`src/bmdg_pkg.sv`:
```
// Constants for the board memory decode glue block
package bmdg_pkg;

  // ****************************************
  // Timing
  // ****************************************
  localparam int CLK_PERIOD_NS = 25;
  // Power-on hold of the processor reset, least time
  localparam int POR_TIME_NS   = 10000;
  localparam int POR_CYC       = (POR_TIME_NS + CLK_PERIOD_NS - 1) / CLK_PERIOD_NS;
  localparam int POR_CNT_W     = 9;
  localparam logic [POR_CNT_W-1:0] POR_LAST = POR_CNT_W'(POR_CYC - 1);

  // ****************************************
  // Address map
  // ****************************************
  localparam logic [15:0] RESET_VECTOR = 16'h0000;
  localparam logic [4:0]  ROM0_TAG     = 5'h00;   // addr[15:11], 0000-07FF
  localparam logic [4:0]  ROM1_TAG     = 5'h01;   // addr[15:11], 0800-0FFF
  localparam int          ROM_1K_BIT   = 10;      // Must be low in 1K mode
  localparam logic [5:0]  RAM_TAG      = 6'h10;   // addr[15:10], 4000-43FF
  localparam logic [3:0]  PORT0_TAG    = 4'h6;    // addr[15:12], 6000-6FFF
  localparam logic [3:0]  PORT1_TAG    = 4'h7;    // addr[15:12], 7000-7FFF

  // ****************************************
  // Select vector layout
  // ****************************************
  localparam int SEL_ROM0  = 0;
  localparam int SEL_ROM1  = 1;
  localparam int SEL_RAM   = 2;
  localparam int SEL_PORT0 = 3;
  localparam int SEL_PORT1 = 4;
  localparam int SEL_W     = 5;

  // ****************************************
  // Timer and wait
  // ****************************************
  localparam int TMR_CNT_W     = 14;
  localparam int TMR_FAST_TAP  = 1;   // 4 processor clocks, about 1.6 us
  localparam int TMR_SLOW_TAP0 = 7;   // 256 processor clocks, about 0.1 ms
  localparam int TMR_SEL_W     = 3;
  localparam logic [1:0] WAIT_EDGES = 2'h2;
  localparam int SYNC_W        = 25;

endpackage

```
`src/bmdg_glue.sv`:
```
// Board glue: power-on reset, address latch, decoder, RAM wait and timer
// How it works
// - After power-up the processor reset is held active, so the processor starts at address 0000 on release.
// - The low address byte is caught from the shared lines while the latch strobe is high and joined to the high byte.
// - The high address bits are decoded into one select for each memory and each port device.
// - Program memory one answers at 0000-07FF and program memory two at 0800-0FFF.
// - The read/write memory answers at 4000-43FF.
// - A jumper input chooses between 1K-byte and 2K-byte program memory decode.
// - With slow memories fitted, each read/write memory access is stretched by one processor clock.
// - The processor clock is divided into eight periods of 4, then 256 to 16384 clocks, and one is chosen.
// - The chosen timer output leaves the block and, by a jumper, also drives the top restart interrupt.
// - An extension input lets off-board logic take memory cycles by silencing on-board memory selects.
// - Port device one answers at 6000-6FFF and port device two at 7000-7FFF, the whole 4K window each.
`timescale 1ns/1ps
module bmdg_glue
  import bmdg_pkg::*;
(
  // Clock and reset
  input  wire logic        mclk_i,
  input  wire logic        reset_i,
  // Processor bus pins
  input  wire logic [7:0]  ad_i,
  input  wire logic [7:0]  addr_hi_i,
  input  wire logic        ale_i,
  input  wire logic        cpu_clk_i,
  // Jumpers and extension
  input  wire logic        rom_2k_i,
  input  wire logic        ram_slow_i,
  input  wire logic        ext_mem_i,
  input  wire logic        tmr_irq_en_i,
  input  wire logic [2:0]  tmr_sel_i,
  // Processor control
  output logic             cpu_reset_o,
  output logic             ready_o,
  output logic             rst75_o,
  // Address bus and selects
  output logic [15:0]      addr_o,
  output logic             rom0_cs_n_o,
  output logic             rom1_cs_n_o,
  output logic             ram_cs_n_o,
  output logic             port0_cs_n_o,
  output logic             port1_cs_n_o,
  // Timer output
  output logic             tmr_o
);

  // ****************************************
  // Pin synchronisers
  // ****************************************
  logic [SYNC_W-1:0] sync_a;
  logic [SYNC_W-1:0] sync_b;
  logic [7:0]        ad_s;
  logic [7:0]        ahi_s;
  logic              ale_s;
  logic              cclk_s;
  logic              rom2k_s;
  logic              slow_s;
  logic              ext_s;
  logic              irqen_s;
  logic [2:0]        sel_s;

  always_ff @(posedge mclk_i)
  begin
    if (reset_i)
    begin
      sync_a <= '0;
      sync_b <= '0;
    end
    else
    begin
      sync_a <= {ad_i, addr_hi_i, ale_i, cpu_clk_i, rom_2k_i, ram_slow_i, ext_mem_i, tmr_irq_en_i, tmr_sel_i};
      sync_b <= sync_a;
    end
  end

  assign {ad_s, ahi_s, ale_s, cclk_s, rom2k_s, slow_s, ext_s, irqen_s, sel_s} = sync_b;

  // ****************************************
  // Power-on reset
  // ****************************************
  logic [POR_CNT_W-1:0] por_cnt;
  logic                 por_done;

  always_ff @(posedge mclk_i)
  begin
    if (reset_i)
    begin
      por_cnt     <= '0;
      por_done    <= 1'b0;
      cpu_reset_o <= 1'b1;
    end
    else
    begin
      if (!por_done)
        por_cnt <= por_cnt + POR_CNT_W'(1);
      if (por_cnt == POR_LAST)
        por_done <= 1'b1;
      cpu_reset_o <= ~por_done;
    end
  end

  // ****************************************
  // Address latch and decoder
  // ****************************************
  logic [7:0]       lo_lat;
  logic [15:0]      addr_lat;
  logic [SEL_W-1:0] sel_now;
  logic [SEL_W-1:0] sel_lat;

  // Port decode is deliberately partial: the whole 4K window answers
  function automatic logic [SEL_W-1:0] bmdg_decode(input logic [15:0] a,
                                                   input logic        rom_2k,
                                                   input logic        ext);
    logic [SEL_W-1:0] s;
    s = '0;
    if (!ext && (rom_2k || !a[ROM_1K_BIT]) && a[15:11] == ROM0_TAG)
      s[SEL_ROM0] = 1'b1;
    else if (!ext && (rom_2k || !a[ROM_1K_BIT]) && a[15:11] == ROM1_TAG)
      s[SEL_ROM1] = 1'b1;
    else if (!ext && a[15:10] == RAM_TAG)
      s[SEL_RAM] = 1'b1;
    else if (a[15:12] == PORT0_TAG)
      s[SEL_PORT0] = 1'b1;
    else if (a[15:12] == PORT1_TAG)
      s[SEL_PORT1] = 1'b1;
    return s;
  endfunction

  always_ff @(posedge mclk_i)
  begin
    if (reset_i)
      lo_lat <= 8'h00;
    else if (ale_s)
      lo_lat <= ad_s;
  end

  assign addr_lat = {ahi_s, lo_lat};
  assign sel_now  = bmdg_decode(addr_o, rom2k_s, ext_s);
  assign sel_lat  = bmdg_decode(addr_lat, rom2k_s, ext_s);

  always_ff @(posedge mclk_i)
  begin
    if (reset_i)
    begin
      addr_o       <= RESET_VECTOR;
      rom0_cs_n_o  <= 1'b1;
      rom1_cs_n_o  <= 1'b1;
      ram_cs_n_o   <= 1'b1;
      port0_cs_n_o <= 1'b1;
      port1_cs_n_o <= 1'b1;
    end
    else
    begin
      addr_o       <= addr_lat;
      rom0_cs_n_o  <= ~sel_now[SEL_ROM0];
      rom1_cs_n_o  <= ~sel_now[SEL_ROM1];
      ram_cs_n_o   <= ~sel_now[SEL_RAM];
      port0_cs_n_o <= ~sel_now[SEL_PORT0];
      port1_cs_n_o <= ~sel_now[SEL_PORT1];
    end
  end

  // ****************************************
  // Wait generation
  // ****************************************
  logic       ale_d;
  logic       cclk_d;
  logic       ale_fall;
  logic       cclk_rise;
  logic [1:0] wait_cnt;

  assign ale_fall  = ale_d & ~ale_s;
  assign cclk_rise = cclk_s & ~cclk_d;

  always_ff @(posedge mclk_i)
  begin
    if (reset_i)
    begin
      ale_d  <= 1'b0;
      cclk_d <= 1'b0;
    end
    else
    begin
      ale_d  <= ale_s;
      cclk_d <= cclk_s;
    end
  end

  // Two processor clock rises span the ready sample, giving one wait state
  // stretch slow memory only
  always_ff @(posedge mclk_i)
  begin
    if (reset_i)
    begin
      wait_cnt <= 2'h0;
      ready_o  <= 1'b1;
    end
    else if (ale_fall && slow_s && sel_lat[SEL_RAM])
    begin
      wait_cnt <= WAIT_EDGES;
      ready_o  <= 1'b0;
    end
    else if (wait_cnt != 2'h0 && cclk_rise)
    begin
      wait_cnt <= wait_cnt - 2'h1;
      ready_o  <= (wait_cnt == 2'h1);
    end
  end

  // ****************************************
  // Timer
  // ****************************************
  logic [TMR_CNT_W-1:0] tmr_cnt;
  logic [2:0]           tmr_sel_q;
  logic [7:0]           taps;

  assign taps = {tmr_cnt[TMR_CNT_W-1:TMR_SLOW_TAP0], tmr_cnt[TMR_FAST_TAP]};

  // choice taken once, while processor reset still holds
  always_ff @(posedge mclk_i)
  begin
    if (reset_i)
      tmr_sel_q <= 3'h0;
    else if (!por_done)
      tmr_sel_q <= sel_s;
  end

  always_ff @(posedge mclk_i)
  begin
    if (reset_i)
    begin
      tmr_cnt <= '0;
      tmr_o   <= 1'b0;
      rst75_o <= 1'b0;
    end
    else
    begin
      if (cclk_rise)
        tmr_cnt <= tmr_cnt + TMR_CNT_W'(1);
      tmr_o   <= taps[tmr_sel_q];
      rst75_o <= taps[tmr_sel_q] & irqen_s;
    end
  end
endmodule

```
`config.mk`:
```
export PLATFORM = sky130hd
export DESIGN_NAME = bmdg_glue
export DESIGN_NICKNAME = d
export VERILOG_FILES = /design/src/bmdg_pkg.sv /design/src/bmdg_glue.sv
export SDC_FILE = /design/constraint.sdc
export NUM_CORES = 1
export LEC_CHECK = 0
export ABC_AREA = 1
export BUFFER_PORTS_ARGS = -buffer_cell sky130_fd_sc_hd__buf_2
export CAP_MARGIN = 20
export CORE_MARGIN = 2
export CORE_UTILIZATION = 45
export DETAILED_ROUTE_END_ITERATION = 6
export SLEW_MARGIN = 20
export SYNTH_ARGS = -nofsm -noshare
export SYNTH_HDL_FRONTEND = slang
export SYNTH_SLANG_ARGS = --single-unit
export TNS_END_PERCENT = 1
```
`constraint.sdc`:
```
create_clock -name mclk_i -period 2.9 [get_ports mclk_i]
set_input_delay 0.29 -clock mclk_i [delete_from_list [all_inputs] [get_ports mclk_i]]
set_output_delay 0.29 -clock mclk_i [all_outputs]
set_load 0.1 [all_outputs]
```
[Word-level counts from Yosys, hierarchy flattened]
Index checks and enable logic that the tools add are counted.
Operators by class
  $add $sub $neg: 3
  multipliers: 0
  div/mod/pow operators: 0
  order comparisons: 1
  eq/ne operators: 8
  shifts and indexed selects: 0
  mux-type cells: 19
  bitwise gates (word level): 11
  reductions and logical operators: 21
Operators by type and width (number)
  $add 14x1->14 const B: 1
  $eq 6x5->1 const B: 2
  $mux 1: 12
  $logic_and 1x1->1: 11
  $eq 5x1->1 const B: 2
  $logic_not 5->1: 2
  $add 9x1->9 const B: 1
  $eq 9x9->1 const B: 1
  $eq 4x3->1 const B: 2
  $mux 2: 4
  $not 1->1: 8
  $lt 3x4->1 const B: 1
  $mux 4: 1
  $reduce_bool 2->1: 2
  $and 1x1->1: 3
  $bmux 1 s3: 1
  $logic_not 1->1: 3
  $mux 3: 1
  $eq 2x1->1 const B: 1
  $logic_or 1x1->1: 2
  $reduce_or 2->1: 1
  $sub 2x1->2 const B: 1
Word-level totals
  bits in registers: 114
  latch bits: 0
  bits in writable memories: 0
  bits in read-only memories: 0
  bits of input ports: 27
  word-level logic and storage cells: 84
  memories kept: 0

[Logic depth before layout (Yosys ltp)]
  depth in word-level cells: 8
  depth in mapped cells: 9
  depth with buffers taken out: 9

[Least setup slack after synthesis]
No wires, ideal clock.
  path kind: register -> register
  start point: register addr_o[11]
  end point: register rom1_cs_n_o
  setup time: 0.126 ns
  arrival: 1.396 ns
  data required time: 2.774 ns
  setup slack: 1.378 ns
  stages on the path, launching flop included: 4
  buffers on the path: 0
  clock period less this slack: 1.522 ns
  cell sequence: dfxtp_1 -> inv_1 -> nor4_1 -> nand2_1
On the way
  word-level cells in the longest chain between the ends: 5
Ends and longest elaborated chain
  start: declaration: RTL line bmdg_glue.sv:37  | output logic [15:0] addr_o,
  start signal: assignment: RTL line bmdg_glue.sv:154  | addr_o <= addr_lat;
  $eq 5x1->1: RTL line bmdg_glue.sv:118  | else if (!ext && (rom_2k || !a[ROM_1K_BIT]) && a[15:11] == ROM1_TAG)
  $logic_and 1x1->1: RTL line bmdg_glue.sv:118
  $mux 1: RTL line bmdg_glue.sv:118
  $mux 4 *: RTL line bmdg_glue.sv:116  | if (!ext && (rom_2k || !a[ROM_1K_BIT]) && a[15:11] == ROM0_TAG)
  $not 1->1 *: RTL line bmdg_glue.sv:156  | rom1_cs_n_o <= ~sel_now[SEL_ROM1];
  end signal: assignment: RTL line bmdg_glue.sv:156
  end: declaration: RTL line bmdg_glue.sv:39  | output logic rom1_cs_n_o,
Every way passes the cells marked *; elsewhere a longest branch is shown, timed or not.
A chain may end at the register's enable or synchronous reset.

[Worst setup path in the final report]
  start point: register addr_o[12]
  end point: output port addr_o[12]
No word-level cell between the ends.

==> results.sh <==
export IMPL_run_status="complete, no violations"
export IMPL_synth_warnings=0
export IMPL_clkSlewWorstSetupHoldPaths_ns=0.06
export IMPL_antenna_found_initial=0
export IMPL_drv_cap=0
export IMPL_synth_seq_cells=114
export IMPL_reg2reg_slack_ns=1.55
export IMPL_p_leak_nw=2.34
export IMPL_numCtsBuffers=17
export IMPL_hp_class="reg -> reg"
export IMPL_clockBufferDepth=2
export IMPL_crit_family="buffers and inverters"
export IMPL_min_from="sync_a[5]"
export IMPL_r2r_start="por_cnt[0]"
export IMPL_utilization_pct=59.1
export IMPL_path_cells="buf_2"
export IMPL_io_buffer_count=51
export IMPL_antenna_cells=0
export IMPL_synthCells=474
export IMPL_seqPwrFrac_pct=42.9
export IMPL_cp_start_kind="flip-flop"
export IMPL_ir_worst_vdd_mv=0.744
export IMPL_hold_viol=0
export IMPL_p_int_mw=2.92
export IMPL_crit_type="reg -> out"
export IMPL_grt_max_degree=78
export IMPL_cp_required_ns=2.61
export IMPL_num_rows=34
export IMPL_cp_max_fo=4
export IMPL_cp_slowest_cell="buf_2"
export IMPL_cts_tree="built"
export IMPL_place_congestion=0.754
export IMPL_die_h_um=97.4
export IMPL_post_place_ws_ns=1.32
export IMPL_powerDensity_nw_per_um2=754
export IMPL_rsz0062_at_grt="false"
export IMPL_nets=589
export IMPL_area_growth_pct=29.5
export IMPL_start_util_pct=45.6
export IMPL_switching_share_pct=23.6
export IMPL_p_comb_share_pct=5.6
export IMPL_synth_net_count=505
export IMPL_ys_types=30
export IMPL_power_switching_mw=0.903
export IMPL_maxSlewHeadroom_pct=50.0
export IMPL_fin_ws_ns=1.28
export IMPL_grt_pass1_vias=2780
export IMPL_reg2reg_to="por_cnt[8]"
export IMPL_hold_end="sync_b[5]"
export IMPL_arrival_ns=1.33
export IMPL_via_per_inst=4.28
export IMPL_skew_ns=0.00590
export IMPL_cts_htree_levels=4
export IMPL_end_kind="output pin"
export IMPL_syn_cell_area_um2=3920
export IMPL_hold_depth=2
export IMPL_num_io_pins=52
export IMPL_finalWorstPathRequiredPeriod_ns=1.62
export IMPL_num_vias=2905
export IMPL_ant_nets=0
export IMPL_routed_wl_um=6590
export IMPL_cts_sinks=114
export IMPL_maxSlewViolCount=0
export IMPL_max_freq_ghz=0.617
export IMPL_drive_above_1_share_pct=17.2
export IMPL_grt_overflow_total=0
export IMPL_dr_pass1_iters=4
export IMPL_setup_viol=0
export IMPL_die_w_um=97.4
export IMPL_ys_seq_area_share_pct=58.2
export IMPL_cts_root_buf="clkbuf_8"
export IMPL_timing_setup_tns_ns=0
export IMPL_clock_latency_ns=0.51
export IMPL_drtIter0Drc=96
export IMPL_final_cell_mix="dfxtp_1 (114), inv_1 (108), nor2_1 (92)"
export IMPL_dpl_hpwl_um=4050
export IMPL_dieArea_um2=9480
export IMPL_drc=0
export IMPL_reg2regPathDepth=9
export IMPL_post_drt_wl_per_cell_um=9.70
export IMPL_ctsResizeCount=0
export IMPL_grt_pass1_wl_um=11600
export IMPL_critPathMaxStageDelay_ns=0.45
export IMPL_finalCritPeriodShare_pct=55.9
export IMPL_synth_avg_cell_area_um2=8.27
export IMPL_track_usage_pct=15.4
export IMPL_final_common_cell="dfxtp_1"
export IMPL_clkPwrFrac_pct=51.6
export IMPL_tightestPinTransition_ns=0.750
export IMPL_core_area_um2=8590
export IMPL_cp_num_buf_inv=1
[cells by family after synthesis]
group / Yosys count / share of synthesized area [%]
AND/OR/NAND/NOR: 185 / 21.0
XOR/XNOR: 1 / 0.223
flip-flops: 114 / 58.2
AO/OA/AOI/OAI: 47 / 6.96
buffers and inverters: 123 / 12.3
adder cells (fa/ha/maj): 4 / 1.28
[per-stage QoR]
| step | power [mW] | hold WS, ns | instance area [µm²] | instances |
|---|---|---|---|---|
| CTS | 3.88 | 0.401 | 5080 | 679 |
| detailed placement | 1.86 | 0.392 | 4250 | 622 |
| finish | 3.83 | 0.401 | 5080 | 679 |
| floorplan | 1.82 | 0.388 | 3920 | 474 |
| global placement | 1.86 | 0.389 | 4250 | 622 |
| global route | 3.97 | 0.411 | 5080 | 679 |
[what timing repair did]
action,CTS,global route
hold buffers,25,0
buffers inserted,0,0
endpoints found under the hold margin,25,0
[synth_stat cells]
master	count	area, µm²
nor2_4	5	56.3
nor3b_1	1	7.51
or2_1	1	6.26
nand4_1	1	6.26
dfxtp_1	114	2280
o211ai_1	2	15.0
and3_2	1	7.51
ha_1	4	50.1
nand3b_1	1	7.51
inv_1	108	405
nor4_1	3	18.8
buf_6	1	11.3
nor3_1	10	50.1
xor2_1	1	8.76
nand3_4	1	17.5
nor2_2	4	25.0
nor2_1	92	345
and3_1	1	6.26
nand3_1	14	70.1
o21ai_0	14	70.1
nand2_1	47	176
buf_2	11	55.1
o21a_1	1	7.51
nand2_4	1	11.3
inv_2	1	3.75
nand2_2	2	12.5
o22a_1	8	70.1
a21oi_1	20	100
o21ai_1	2	10.0
clkinv_1	2	7.51
[layer usage]
metal,up-vias,wire (µm),GRT usage (%)
li1,1586,-,-
met1,1261,2970,16.2
met2,44,3230,26.6
met3,14,238,5.54
met4,0,139,8.65
met5,-,0,0
[power by group through the flow]
stage	registers (mW)	clock network, mW	logic [mW]
3_5_place_dp	1.67	0	0.188
3_3_place_gp	1.67	0	0.186
5_1_grt	1.65	2.08	0.237
4_1_cts	1.64	2.03	0.215
6_report	1.64	1.97	0.213
2_1_floorplan	1.74	0	0.0823
[cell type report]
type                            count  area [µm²]
Clock buffer                       18         418
Clock inverter                     14         155
Fill cell                         758        3520
Inverter                          111         417
Multi-Input combinational cell    237        1160
Sequential cell                   114        2280
Tap cell                          108         135
Timing Repair Buffer               77         513
[worst max path at each step]
stage	start	endpoint	slack, ns	cells after the start
2_1_floorplan	addr_o[11]	rom1_cs_n_o	1.38	3
3_3_place_gp	reset_i	lo_lat[7]	1.31	4
3_5_place_dp	reset_i	lo_lat[7]	1.32	4
4_1_cts	addr_o[12]	addr_o[12]	1.25	1
5_1_grt	addr_o[12]	addr_o[12]	1.23	1
6_report	addr_o[12]	addr_o[12]	1.28	1
[sequential cells by signal (all words and copies together) (netlist names)]
register,count
ready_o,1
ale_d,1
ram_cs_n_o,1
addr_o,16
sync_a,25
rom1_cs_n_o,1
por_cnt,9
sync_b,25
lo_lat,8
cpu_reset_o,1
tmr_cnt,14
tmr_o,1
rst75_o,1
wait_cnt,2
port1_cs_n_o,1
cclk_d,1
port0_cs_n_o,1
rom0_cs_n_o,1
tmr_sel_q,3
por_done,1
Power figures use the tool's default switching activity.
